===== src/rtl/ccs_map.svh =====
// Offsets, field positions, reset values and start-up counts of the clock control block.
// Assumes the includer uses these with the types of ccs_pkg.
// What this block does
// - Decode four fuse bits into five clock sources.
// - Fuse bit one means unprogrammed, zero programmed.
// - Count source cycles on wake from deep sleep.
// - Reset adds none, 4096 or 65536 watchdog cycles.
// - Shipped fuses 0001 and 10: internal RC.
// - Gate unused domains per sleep; core gate halts.
// - Peripheral clock feeds timers; some interrupts asynchronous.
// - Two-wire address match wakes from any sleep.
// - Nonvolatile interface clock follows core clock.
// - Async timer counts its crystal during sleep.
// - Converter clock runs while core, peripherals gated.
// - Crystal band from bits three to one.
// - Bit zero clear: 258/1K cycles, listed delays.
// - Bit zero set: 1K+65ms, else 16K cycles.
`ifndef CCS_MAP_SVH
`define CCS_MAP_SVH
// Register byte offsets
`define CCS_OFF_CTRL   4'h0
`define CCS_OFF_STATUS 4'h4
`define CCS_OFF_FUSE   4'h8
`define CCS_OFF_RTC    4'hC
// Control fields
`define CCS_CTRL_GO    0
`define CCS_CTRL_MODE  2:1
// Status write-one-to-clear wake flag
`define CCS_STAT_WAKE  8
// Shipped fuse values
`define CCS_FUSE_SRC_RST 4'h1
`define CCS_FUSE_SUT_RST 2'h2
`define CCS_FUSE_OPT_RST 1'h1
// Start-up counts in source cycles
`define CCS_CK_6   17'h00006
`define CCS_CK_18  17'h00012
`define CCS_CK_258 17'h00102
`define CCS_CK_1K  17'h00400
`define CCS_CK_16K 17'h04000
`define CCS_CK_32K 17'h08000
// Reset delays in watchdog oscillator cycles
`define CCS_WDT_SHORT 17'h01000
`define CCS_WDT_LONG  17'h10000
// Last capture count while the fuse synchroniser fills
`define CCS_CAP_LAST  2'h3
`endif


===== src/rtl/ccs_pkg.sv =====
// Types of the clock control block.
// Assumes nothing beyond a SystemVerilog compiler.
package ccs_pkg;
	typedef enum logic [2:0] {
		CCS_ST_CAPTURE = 3'b000,
		CCS_ST_SRC     = 3'b001,
		CCS_ST_RSTDLY  = 3'b010,
		CCS_ST_RUN     = 3'b011,
		CCS_ST_SLEEP   = 3'b100,
		CCS_ST_WAKE    = 3'b101
	} ccs_state_t;
	typedef enum logic [2:0] {
		CCS_SRC_XTAL   = 3'b000,
		CCS_SRC_LFXTAL = 3'b001,
		CCS_SRC_EXTRC  = 3'b010,
		CCS_SRC_INTRC  = 3'b011,
		CCS_SRC_EXTCLK = 3'b100
	} ccs_src_t;
	typedef enum logic [1:0] {
		CCS_SLP_IDLE  = 2'b00,
		CCS_SLP_ADCNR = 2'b01,
		CCS_SLP_PDOWN = 2'b10,
		CCS_SLP_PSAVE = 2'b11
	} ccs_sleep_t;
	typedef enum logic [1:0] {
		CCS_DLY_NONE  = 2'b00,
		CCS_DLY_SHORT = 2'b01,
		CCS_DLY_LONG  = 2'b10
	} ccs_dly_t;
	typedef enum logic [1:0] {
		CCS_BAND_LOW  = 2'b00,
		CCS_BAND_MID  = 2'b01,
		CCS_BAND_HIGH = 2'b10,
		CCS_BAND_WIDE = 2'b11
	} ccs_band_t;
	typedef struct packed {
		logic [3:0] src_sel;
		logic [1:0] sut;
		logic       amp_opt;
	} ccs_fuse_t;
	typedef struct packed {
		logic src;
		logic wdt;
		logic asy;
		logic ext;
		logic two_wire_iface;
	} ccs_pin_t;
	typedef struct packed {
		logic core;
		logic periph;
		logic nvm;
		logic asy;
		logic conv;
	} ccs_gate_t;
	typedef struct packed {
		ccs_state_t  state;
		ccs_fuse_t   f1;
		ccs_fuse_t   f2;
		ccs_fuse_t   fuse;
		ccs_pin_t    s1;
		ccs_pin_t    s2;
		ccs_pin_t    s3;
		logic [1:0]  cap_cnt;
		logic [16:0] cnt;
		ccs_sleep_t  sleep_mode;
		ccs_gate_t   gate;
		logic        wake_flag;
		logic [15:0] rtc;
		logic        waitrequest;
		logic [31:0] readdata;
	} ccs_regs_t;
endpackage


===== src/rtl/ccs_top.sv =====
// Clock source decode, start-up timing and clock domain gating.
// Assumes oscillator ticks and fuse levels arrive from outside sys_clk and are synchronised here.
`include "ccs_map.svh"
module ccs_top
	import ccs_pkg::*;
#(
	parameter int WDT_SHORT = 4096,
	parameter int WDT_LONG  = 65536
)(
	// Clock, reset, freeze
	input  wire logic        sys_clk,
	input  wire logic        rst,
	input  wire logic        clk_en,
	// Fuse levels
	input  wire logic [3:0]  fuse_clock_source_select,
	input  wire logic [1:0]  fuse_startup_time_select,
	input  wire logic        fuse_oscillator_amplifier_option,
	// Oscillator ticks and asynchronous wake sources
	input  wire logic        src_osc_tick,
	input  wire logic        wdt_osc_tick,
	input  wire logic        async_xtal_tick,
	input  wire logic        ext_int_async,
	input  wire logic        two_wire_iface_addr_match,
	// Avalon-MM slave
	input  wire logic [3:0]  avs_address,
	input  wire logic        avs_read,
	input  wire logic        avs_write,
	input  wire logic [31:0] avs_writedata,
	input  wire logic [3:0]  avs_byteenable,
	output logic      [31:0] avs_readdata,
	output logic             avs_waitrequest,
	// Clock domain enables
	output logic             core_clock_en,
	output logic             peripheral_clock_en,
	output logic             nvm_interface_clock_en,
	output logic             async_timer_clock_en,
	output logic             converter_clock_en
);

	// Refuse delays the counter cannot hold
	// The shared counter is 17 bits wide, so the long delay must fit in it
	// and the short delay may not exceed the long one
	if (WDT_SHORT < 1 || WDT_LONG < WDT_SHORT || WDT_LONG > 131071)
	begin : g_chk
		$error("ccs_top: watchdog delay counts out of range");
	end

	ccs_regs_t   r;        // All state
	ccs_regs_t   nx;       // Next state
	ccs_pin_t    rise;     // Tick edges
	ccs_pin_t    pins;     // Raw pin bundle
	ccs_fuse_t   fpins;    // Raw fuse bundle
	ccs_src_t    src;      // Decoded source
	ccs_band_t   band;     // Crystal band
	ccs_dly_t    dly;      // Reset delay option
	logic [16:0] src_need; // Source cycles to count
	logic [16:0] dly_need; // Watchdog cycles to count
	logic        wake_ev;  // Asynchronous wake request
	logic        req;      // Bus request present
	logic        acc;      // Bus request accepted this cycle
	logic [31:0] rd_mux;   // Read data selection

	assign pins  = '{src: src_osc_tick, wdt: wdt_osc_tick, asy: async_xtal_tick,
		ext: ext_int_async, two_wire_iface: two_wire_iface_addr_match};
	assign fpins = '{src_sel: fuse_clock_source_select, sut: fuse_startup_time_select,
		amp_opt: fuse_oscillator_amplifier_option};

	// Domain enables for each sleep mode
	// The async timer domain stays on in every sleep so the real-time count survives
	// The nonvolatile interface clock always follows the core clock
	function automatic ccs_gate_t gate_for(input ccs_sleep_t m);
		ccs_gate_t g;
		g = '{core: 1'b0, periph: 1'b0, nvm: 1'b0, asy: 1'b1, conv: 1'b0};
		case (m)
			CCS_SLP_IDLE:  // Core halted, peripherals and converter run
			begin
				g.periph = 1'b1;
				g.conv   = 1'b1;
			end
			CCS_SLP_ADCNR: g.conv = 1'b1; // Quiet converter domain
			default:       g.conv = 1'b0; // Deep sleep: only the async timer
		endcase
		return g;
	endfunction

	// Source decode, programmed bit reads zero
	// Code ranges are contiguous, so ordered compares pick the group
	always_comb
	begin
		if (r.fuse.src_sel >= 4'hA) src = CCS_SRC_XTAL;
		else if (r.fuse.src_sel == 4'h9) src = CCS_SRC_LFXTAL;
		else if (r.fuse.src_sel >= 4'h5) src = CCS_SRC_EXTRC;
		else if (r.fuse.src_sel >= 4'h1) src = CCS_SRC_INTRC;
		else src = CCS_SRC_EXTCLK;
	end

	// Crystal band, programmed amplifier option widens it
	always_comb
	begin
		if (!r.fuse.amp_opt) band = CCS_BAND_WIDE;
		else
		begin
			case (r.fuse.src_sel[3:1])
				3'h5:    band = CCS_BAND_LOW;
				3'h6:    band = CCS_BAND_MID;
				default: band = CCS_BAND_HIGH;
			endcase
		end
	end

	// Start-up counts per source and start-up select
	// Defaults keep the shortest count so no path leaves the count unset
	// Reserved start-up codes fall back to the nearest legal option
	always_comb
	begin
		src_need = `CCS_CK_6;
		dly      = CCS_DLY_NONE;
		case (src)
			CCS_SRC_XTAL:
			begin
				if (!r.fuse.src_sel[0])
				begin
					src_need = r.fuse.sut[1] ? `CCS_CK_1K : `CCS_CK_258;
					case (r.fuse.sut)
						2'h0:    dly = CCS_DLY_SHORT;
						2'h1:    dly = CCS_DLY_LONG;
						2'h2:    dly = CCS_DLY_NONE;
						default: dly = CCS_DLY_SHORT;
					endcase
				end
				else
				begin
					src_need = (r.fuse.sut == 2'h0) ? `CCS_CK_1K : `CCS_CK_16K;
					case (r.fuse.sut)
						2'h0:    dly = CCS_DLY_LONG;
						2'h1:    dly = CCS_DLY_NONE;
						2'h2:    dly = CCS_DLY_SHORT;
						default: dly = CCS_DLY_LONG;
					endcase
				end
			end
			CCS_SRC_LFXTAL:
			begin
				src_need = (r.fuse.sut == 2'h2) ? `CCS_CK_32K : `CCS_CK_1K;
				dly      = (r.fuse.sut == 2'h0) ? CCS_DLY_SHORT : CCS_DLY_LONG;
			end
			CCS_SRC_EXTRC:
			begin
				src_need = (r.fuse.sut == 2'h3) ? `CCS_CK_6 : `CCS_CK_18;
				case (r.fuse.sut)
					2'h0:    dly = CCS_DLY_NONE;
					2'h2:    dly = CCS_DLY_LONG;
					default: dly = CCS_DLY_SHORT;
				endcase
			end
			default: // Internal RC and external clock
			begin
				case (r.fuse.sut)
					2'h0:    dly = CCS_DLY_NONE;
					2'h1:    dly = CCS_DLY_SHORT;
					default: dly = CCS_DLY_LONG;
				endcase
			end
		endcase
		dly_need = (dly == CCS_DLY_LONG) ? 17'(WDT_LONG) : 17'(WDT_SHORT);
	end

	// Edges, wake sources and bus handshake
	// Logic reads only the second and third stages, never the first flop
	// With the clock enable high, every request gets exactly one wait cycle before it is accepted
	assign rise    = ccs_pin_t'(r.s2 & ~r.s3);
	assign wake_ev = r.s2.ext | r.s2.two_wire_iface; // Asynchronous sources wake any sleep
	assign req     = avs_read | avs_write;
	assign acc     = req & ~r.waitrequest;

	// Register read selection; unmapped offsets read zero
	always_comb
	begin
		case (avs_address)
			`CCS_OFF_CTRL:   rd_mux = {29'h0, r.sleep_mode, 1'b0};
			`CCS_OFF_STATUS: rd_mux = {23'h0, r.wake_flag, band, src, r.state};
			`CCS_OFF_FUSE:   rd_mux = {25'h0, r.fuse};
			`CCS_OFF_RTC:    rd_mux = {16'h0, r.rtc};
			default:         rd_mux = 32'h0;
		endcase
	end

	// Next state
	// Synchroniser stages shift on every enabled edge, in every state
	always_comb
	begin
		nx    = r;
		nx.s1 = pins;
		nx.s2 = r.s1;
		nx.s3 = r.s2;
		nx.f1 = fpins;
		nx.f2 = r.f1;
		// Real-time counter keeps running in every state
		if (rise.asy) nx.rtc = r.rtc + 16'h0001;
		// Bus: one wait cycle, then accept
		nx.waitrequest = ~(req & r.waitrequest);
		if (req & r.waitrequest) nx.readdata = rd_mux;
		if (acc && avs_write && avs_byteenable[0])
		begin
			if (avs_address == `CCS_OFF_CTRL)
				nx.sleep_mode = ccs_sleep_t'(avs_writedata[`CCS_CTRL_MODE]);
			if (avs_address == `CCS_OFF_STATUS && avs_writedata[`CCS_STAT_WAKE])
				nx.wake_flag = 1'b0;
		end
		case (r.state)
			CCS_ST_CAPTURE: // Let the fuse synchroniser fill, then latch
			begin
				nx.cap_cnt = r.cap_cnt + 2'h1;
				if (r.cap_cnt == `CCS_CAP_LAST)
				begin
					nx.fuse  = r.f2;
					nx.cnt   = 17'h0;
					nx.state = CCS_ST_SRC;
				end
			end
			CCS_ST_SRC: // Source cycles, then any reset delay
			begin
				if (rise.src) nx.cnt = r.cnt + 17'h1;
				if (r.cnt >= src_need)
				begin
					nx.cnt = 17'h0;
					if (dly == CCS_DLY_NONE)
					begin
						nx.state = CCS_ST_RUN;
						nx.gate  = '{core: 1'b1, periph: 1'b1, nvm: 1'b1, asy: 1'b1, conv: 1'b1};
					end
					else nx.state = CCS_ST_RSTDLY;
				end
			end
			CCS_ST_RSTDLY: // Watchdog-timed delay after reset
			begin
				if (rise.wdt) nx.cnt = r.cnt + 17'h1;
				if (r.cnt >= dly_need)
				begin
					nx.state = CCS_ST_RUN;
					nx.gate  = '{core: 1'b1, periph: 1'b1, nvm: 1'b1, asy: 1'b1, conv: 1'b1};
				end
			end
			CCS_ST_RUN: // Software enters sleep by the go bit
			begin
				if (acc && avs_write && avs_byteenable[0] && avs_address == `CCS_OFF_CTRL
					&& avs_writedata[`CCS_CTRL_GO])
				begin
					nx.state = CCS_ST_SLEEP;
					nx.gate  = gate_for(ccs_sleep_t'(avs_writedata[`CCS_CTRL_MODE]));
				end
			end
			CCS_ST_SLEEP:
			begin
				if (wake_ev)
				begin
					nx.wake_flag = 1'b1; // Set wins over a clear in the same cycle
					nx.cnt       = 17'h0;
					if (r.sleep_mode == CCS_SLP_PDOWN || r.sleep_mode == CCS_SLP_PSAVE)
						nx.state = CCS_ST_WAKE; // Oscillator restarts: time it
					else
					begin
						nx.state = CCS_ST_RUN;
						nx.gate  = '{core: 1'b1, periph: 1'b1, nvm: 1'b1, asy: 1'b1, conv: 1'b1};
					end
				end
			end
			CCS_ST_WAKE: // Source cycles before execution resumes
			begin
				if (rise.src) nx.cnt = r.cnt + 17'h1;
				if (r.cnt >= src_need)
				begin
					nx.state = CCS_ST_RUN;
					nx.gate  = '{core: 1'b1, periph: 1'b1, nvm: 1'b1, asy: 1'b1, conv: 1'b1};
				end
			end
			default: nx.state = CCS_ST_CAPTURE;
		endcase
	end

	// State register; shipped fuse values until the first capture
	// A low clock enable freezes the bus handshake too, so a request just waits
	always_ff @(posedge sys_clk)
	begin
		if (rst)
		begin
			r             <= '0;
			r.state       <= CCS_ST_CAPTURE;
			r.fuse        <= '{src_sel: `CCS_FUSE_SRC_RST, sut: `CCS_FUSE_SUT_RST, amp_opt: `CCS_FUSE_OPT_RST};
			r.sleep_mode  <= CCS_SLP_IDLE;
			r.waitrequest <= 1'b1;
		end
		else if (clk_en) r <= nx;
	end

	// Outputs straight from flops
	assign avs_readdata           = r.readdata;
	assign avs_waitrequest        = r.waitrequest;
	assign core_clock_en          = r.gate.core;
	assign peripheral_clock_en    = r.gate.periph;
	assign nvm_interface_clock_en = r.gate.nvm;
	assign async_timer_clock_en   = r.gate.asy;
	assign converter_clock_en     = r.gate.conv;
endmodule


===== config.mk =====
export PLATFORM = sky130hd
export DESIGN_NAME = ccs_top
export DESIGN_NICKNAME = d
export VERILOG_FILES = /design/src/rtl/ccs_pkg.sv /design/src/rtl/ccs_top.sv
export VERILOG_INCLUDE_DIRS = /design/src /design/src/rtl
export SDC_FILE = /design/constraint.sdc
export NUM_CORES = 1
export LEC_CHECK = 0
export ABC_AREA = 1
export BUFFER_PORTS_ARGS = -buffer_cell sky130_fd_sc_hd__buf_4
export CORE_UTILIZATION = 40
export CTS_CLUSTER_DIAMETER = 50
export CTS_CLUSTER_SIZE = 24
export DETAILED_ROUTE_END_ITERATION = 6
export SYNTH_ARGS = -nofsm -noshare
export SYNTH_HDL_FRONTEND = slang
export SYNTH_SLANG_ARGS = --single-unit

===== constraint.sdc =====
create_clock -name sys_clk -period 3.85 [get_ports sys_clk]
set_clock_uncertainty 0.2 [all_clocks]
set_input_delay 0.385 -clock sys_clk [delete_from_list [all_inputs] [get_ports sys_clk]]
set_output_delay 0.385 -clock sys_clk [all_outputs]
set_load 0.01 [all_outputs]

==> impl_metrics.ini, run 1 <==
[synth]
ys_seq_area_share_pct = 34.2
ys.flop_type = dfxtp_1
synth_top_area_cell = dfxtp_1
netlist_area_sq_mm = 0.00562
syn_avg_cell_area_sq_um = 6.49
synth_top_cell_area_share_pct = 34.2
async_flop_share_pct = 0
synth_seq_cells = 96
synth_edf_count = 0
yosysWarnings = 0
netlist_instances = 865
synth.distinct_cells = 43
yosys-top-cells-area = dfxtp_1, nand2_1, nor2_1

[clock_tree]
cts-buffers-inserted = 9
cts_resized = 0
clk_pin_slew_ps = 60
cts.sinks = 96
h-tree-depth = 3
cts_tree = yes
clock_latency_ps = 350
cts_setup_buffers = 0
root_buffer = clkbuf_16
ctsHoldBuffers = 0
cts.path.max_buffers = 2

[setup_path]
crit_path_start_kind = register
regToRegEndpoint = peripheral_clock_en
ff2ff_setup_slack_ps = 730
reg2reg_from = r[93]
path_max_fanout = 5
worstPathRequired_ps = 3860
endpoint_kind = register
r2r.worst_path.cells = 19
worst_ep_arrival_time_ps = 3130
critical_path_class = reg -> reg

[layout]
diodes = 0
area_growth_pct = 10.4
final_core_util_pct = 46.1
drive_above_1_share_pct = 11.5
instances_no_fill = 1061
design_area_sq_mm = 0.00620
finalNetCount = 958

[route]
ant_nets = 0
dr.pass1.iters = 7
routedWlPerCell_um = 13.0
detail_route.wirelength_mm = 13.8
vias = 5184
drtIter0Drc = 310
drcViolationCount = 0
via_per_inst = 4.89

[worst_hold_path]
min_path_cells = 3
worstHoldEndpoint = nx[104]
hold_class = in -> reg
hold_start = fuse_clock_source_select[3]

[die]
die_y_um = 121
initial_core_util_pct = 41.8
fp-row-count = 42
core_area_sq_mm = 0.0135
die_area_sq_mm = 0.0145
die_width_um = 121
ios = 95

[timing]
hold_viol = 0
whs_ps = 52.9
min_period_over_period_pct = 81.1
finalWorstSetupSlack_ps = 729
slew_violations = 0
post-route-min-period_ps = 3120
max_slew_margin_pct = 32.1
fin_tns_setup_ps = 0
worst_pin_slew_ps = 1020
setup_violations = 0
max_freq_mhz = 320
rsz0062_at_grt = false

[pwr]
power.density_mw_per_mm2 = 348
irDropWorstVdd_mv = 0.255
p_leak_nw = 2.70
fin_total_pwr_mw = 2.16

[placement]
pre_cts_ws_ps = 758
dp_cells = 1046
dpl_cell_area_sq_mm = 0.00591
port_buffers = 47
routabilityCongestion = 0.850
hpwl_mm = 9.89

[outcome]
status = finished clean

[global_routing]
grtUsageTotal_pct = 20.4
antenna_found_initial = 0
grt_pass1_wl_mm = 23.4
grt_pass1_vias = 4842
grt_max_degree = 50
overflow = 0

[job]
maxCapViolCount = 0
area by class of cell:
class                      instances  area [sq um]
tap                              176           220
inverter                          96           362
clock inverter                     4          52.6
fill                            1461          7250
clock buffer                      11           243
multi-input combinational        626          3010
sequential                        96          1920
timing repair buffer              52           390
synth_stat cells (2+ instances only):
| cell type | number |
|---|---|
| inv_2 | 18 |
| nand2_1 | 199 |
| nor3_1 | 10 |
| o21ai_0 | 66 |
| nand3_1 | 46 |
| nand2_2 | 2 |
| a31oi_1 | 2 |
| o21bai_1 | 3 |
| a21oi_1 | 84 |
| nor2_2 | 8 |
| o21a_1 | 2 |
| o22ai_1 | 6 |
| dfxtp_1 | 96 |
| o21ai_1 | 14 |
| o221ai_1 | 2 |
| xor2_1 | 5 |
| clkbuf_1 | 21 |
| nand4_1 | 7 |
| ha_1 | 20 |
| nor3b_1 | 2 |
| buf_4 | 35 |
| nand2_4 | 3 |
| inv_1 | 76 |
| nor2_1 | 116 |
| buf_2 | 4 |
worst max-delay path by stage:
stage,startpoint,end,depth (start not counted)
after CTS,r[93],peripheral_clock_en,19
final,r[93],peripheral_clock_en,19
after detailed placement,r[93],peripheral_clock_en,19
after global placement,r[93],peripheral_clock_en,19
after floorplan,r[93],converter_clock_en,19
after global routing,r[93],converter_clock_en,19
metal layers:
layer	global-route usage (%)	up-vias	wire length, um
li1	-	2780	-
met1	28.1	2293	7130
met2	31.8	103	5960
met3	4.72	8	543
met4	5.79	0	121
met5	0	-	0
sequential cells by signal (all words and copies together), names as in the netlist:
| signal | flops |
|---|---|
| async_timer_clock_en | 1 |
| avs_readdata | 16 |
| avs_waitrequest | 1 |
| converter_clock_en | 1 |
| core_clock_en | 1 |
| nx | 17 |
| peripheral_clock_en | 1 |
| r | 58 |
worst max-delay path: stages (launching register included):
cell,delay [ps]
dfxtp_1,400
inv_1,130
ha_1,310
nand2_1,50
o21ai_0,70
o21ai_0,90
nor2_1,110
nand2_1,60
nand2_1,90
o21ai_0,170
ha_1,370
nand2_1,80
nor3b_1,180
nor2_1,60
nand3_1,110
nand2_1,80
nor2_2,180
nand2_1,130
nand2_1,80
a21oi_1,50
power by group:
group          switching [mW]  total [mW]  internal, mW
registers              0.0157        1.04          1.02
logic                   0.140       0.212        0.0713
clock network           0.389       0.909         0.520
layout by cell type (no fill, tap or decap), drive strengths merged:
cell type,Yosys,layout
clkinv,2,4
conb,1,16
nor3,11,11
nand2,204,204
bufinv,0,1
nand4,7,7
o211ai,1,1
o221ai,2,2
nor2,126,126
nor3b,2,2
nand3,47,47
a21oi,84,84
dfxtp,96,96
o32ai,1,1
and3,1,1
ha,20,20
a31oi,2,2
o21a,2,2
buf,41,52
clkbuf,21,11
o31ai,1,1
or2,2,2
o22ai,6,6
xor2,5,5
nand3b,1,1
o21bai,3,3
inv,94,95
o311ai,1,1
nand2b,1,1
o21ai,80,80
cells by family (layout without fill, tap and decap cells):
family,after synthesis,count (layout),synth area share [%]
fa+ha+maj,20,20,4.45
xor+xnor,5,5,0.779
flops,96,96,34.2
buf+inv,158,163,13.1
other cells,1,16,0.0668
compound gates,183,183,17.1
simple gates,402,402,30.3
No activity file was read; power rests on OpenSTA's default activity.
==> run 2, diff against run 1 <==
- ABC_AREA: 1 -> 0
- clock period: 3.85 -> 3 ns (I/O delays scaled with it)
==> impl_metrics.ini, run 2 <==
[timing]
worst_pin_slew_ps = 758
setup_violations = 7
max_freq_mhz = 328
post-route-min-period_ps = 3050
whs_ps = -3.11
max_slew_margin_pct = 49.0
slew_violations = 0
finalWorstSetupSlack_ps = -51.5
hold_viol = 1
rsz0062_at_grt = true
min_period_over_period_pct = 102

[placement]
hpwl_mm = 10.6
routabilityCongestion = 0.855
port_buffers = 47
dpl_cell_area_sq_mm = 0.00626

[pwr]
p_leak_nw = 2.62
power.density_mw_per_mm2 = 391
irDropWorstVdd_mv = 0.257
fin_total_pwr_mw = 2.71

[setup_path]
crit_family = simple AND/OR/NAND/NOR gates
critPathMaxStageDelay_ps = 350
crit_path_start_kind = register
critPathSlowestCell = or3_4
critical_path_class = reg -> reg
endpoint_kind = register
path_max_fanout = 3
path_cells = inv_2 > ha_4 > or3_4 > a221o_1 > a32oi_2 > or2_4 > ha_1 > nand2_1 > nor3_2 > a31oi_4 > or2_4 > nor3_2 > a311oi_2
timing.critical_path.buf_inv = 1
worst_ep_arrival_time_ps = 3080
worstPathRequired_ps = 3030

[clock_tree]
clk_pin_slew_ps = 80
h-tree-depth = 3
cts-buffers-inserted = 9
root_buffer = clkbuf_16
clock_latency_ps = 360
cts.path.max_buffers = 2
cts.sinks = 96
cts_tree = yes

[synth]
yosysWarnings = 0
async_flop_share_pct = 0
synth_top_area_cell = dfxtp_1
netlist_area_sq_mm = 0.00582
synth_edf_count = 0
ys.flop_type = dfxtp_1
synth_seq_cells = 96
syn_avg_cell_area_sq_um = 8.02
netlist_instances = 725
synth_top_cell_area_share_pct = 33.0
yosys-top-cells-area = dfxtp_1, mux2i_1, o21ai_0
synth_commonest_cells = dfxtp_1, nor2_1, o21ai_0
synth.most_common_cell = dfxtp_1
ys_seq_area_share_pct = 33.0
synth.distinct_cells = 65

[global_routing]
grt_pass1_wl_mm = 24.4
grtUsageTotal_pct = 20.6
overflow = 0
grt_max_degree = 49
grt_pass1_vias = 4955
antenna_found_initial = 1

[die]
fp-row-count = 43
ios = 95
core_area_sq_mm = 0.0140
die_area_sq_mm = 0.0150
die_y_um = 123
die_width_um = 123
initial_core_util_pct = 41.4

[route]
vias = 5336
dr.pass1.iters = 5
via_per_inst = 5.62
routedWlPerCell_um = 15.9
drcViolationCount = 0
drtIter0Drc = 381
detail_route.wirelength_mm = 15.1
ant_nets = 0

[layout]
area_growth_pct = 18.9
design_area_sq_mm = 0.00692
multi_input_area_sq_mm = 0.00362
final_cell_mix = dfxtp_1, buf_4, nor2_1, o21ai_0, nand2_1
largest-register = r
layout_commonest_cell = dfxtp_1
fillers = 1346
final-seq-area_sq_mm = 0.00193
drive_above_1_share_pct = 21.1
finalNetCount = 841
largest_register_ff_count = 58

[outcome]
violations = hold timing, setup timing
status = finished with violations

[worst_hold_path]
hold_class = in -> reg

[job]
maxCapViolCount = 0
run 2: cell types whose count changed in the layout (fill, tap and decap cells not counted), sizes merged, moves of 14 or more:
cell,before,now
nand2,204,48
buf,52,92
nor2,126,78
inv,95,18
a22oi,0,21
o21ai,80,60
nand3,47,23
a21oi,84,42
nor3,11,25
mux2i,0,32
run 2: timing repair:
action / in CTS / in global routing
endpoints found under the setup margin: 18 / 23
gates cloned: 0 / 1
hold endpoints to repair: 10 / 0
resized for setup: 18 / 28
setup buffers: 1 / 4
pin swaps: 8 / 24
hold buffers: 10 / 0
run 2: worst paths after layout:
check,start,endpoint,slack [ps],depth (start not counted)
worst max register to register,r[92],r[112],-50,13
worst max-delay path,r[92],r[112],-50,13
worst min register to register,avs_readdata[7],avs_readdata[7],260,2
worst min-delay path,fuse_startup_time_select[1],nx[100],-3,3
run 2: logic make-up after synthesis:
family	synth area share, %
buffers and inverters	9.70
muxes	7.06
AOI/OAI and AO/OA	20.3
other	0.0645
DFF	33.0
adders and majority gates	4.30
and+or+nand+nor	23.0
xor gates and xnor gates	2.56
run 2: through the flow:
| step | worst slack, ps | utilization [%] | cells | hold WS [ps] | setup TNS, ps |
|---|---|---|---|---|---|
| 2_1_floorplan | 6.57 | - | 740 | 235 | 0 |
| 3_3_place_gp | -87.7 | 44.6 | 917 | 254 | -304 |
| 3_5_place_dp | -151 | 44.6 | 917 | 260 | -1130 |
| 4_1_cts | -85.5 | 48.0 | 944 | 0.395 | -261 |
| 5_1_grt | -183 | 49.2 | 949 | 10.3 | -1930 |
| 6_report | -51.5 | 49.3 | 950 | -3.11 | -206 |
run 2: worst reg2reg max path, cell delays in order, from the launching register on:
cell	delay [ps]
dfxtp_2	330
inv_2	60
ha_4	150
or3_4	350
a221o_1	310
a32oi_2	220
or2_4	170
ha_1	120
nand2_1	60
nor3_2	170
a31oi_4	160
or2_4	340
nor3_2	170
a311oi_2	120
run 2: report_power, final:
group	switching (mW)	leakage, nW	internal, mW
combinational	0.142	1.70	0.109
clock	0.555	0.142	0.586
sequential	0.0187	0.779	1.30
run 2: layout make-up:
cell class	instances	share of cell area [%]
diodes	1	0.0362
clock buffers	10	3.31
clock inverters	6	0.832
inverters	14	0.796
multi-input cells	541	52.3
flip-flops and latches	96	27.9
well taps	180	3.26
repair buffers	102	11.5
run 2: metal layers:
| metal | wire [um] | global-route usage (%) | up-vias |
|---|---|---|---|
| met5 | 0 | 0 | - |
| met4 | 215 | 7.70 | 0 |
| met3 | 864 | 4.04 | 15 |
| met2 | 6830 | 31.5 | 143 |
| met1 | 7170 | 28.6 | 2537 |
| li1 | - | - | 2641 |
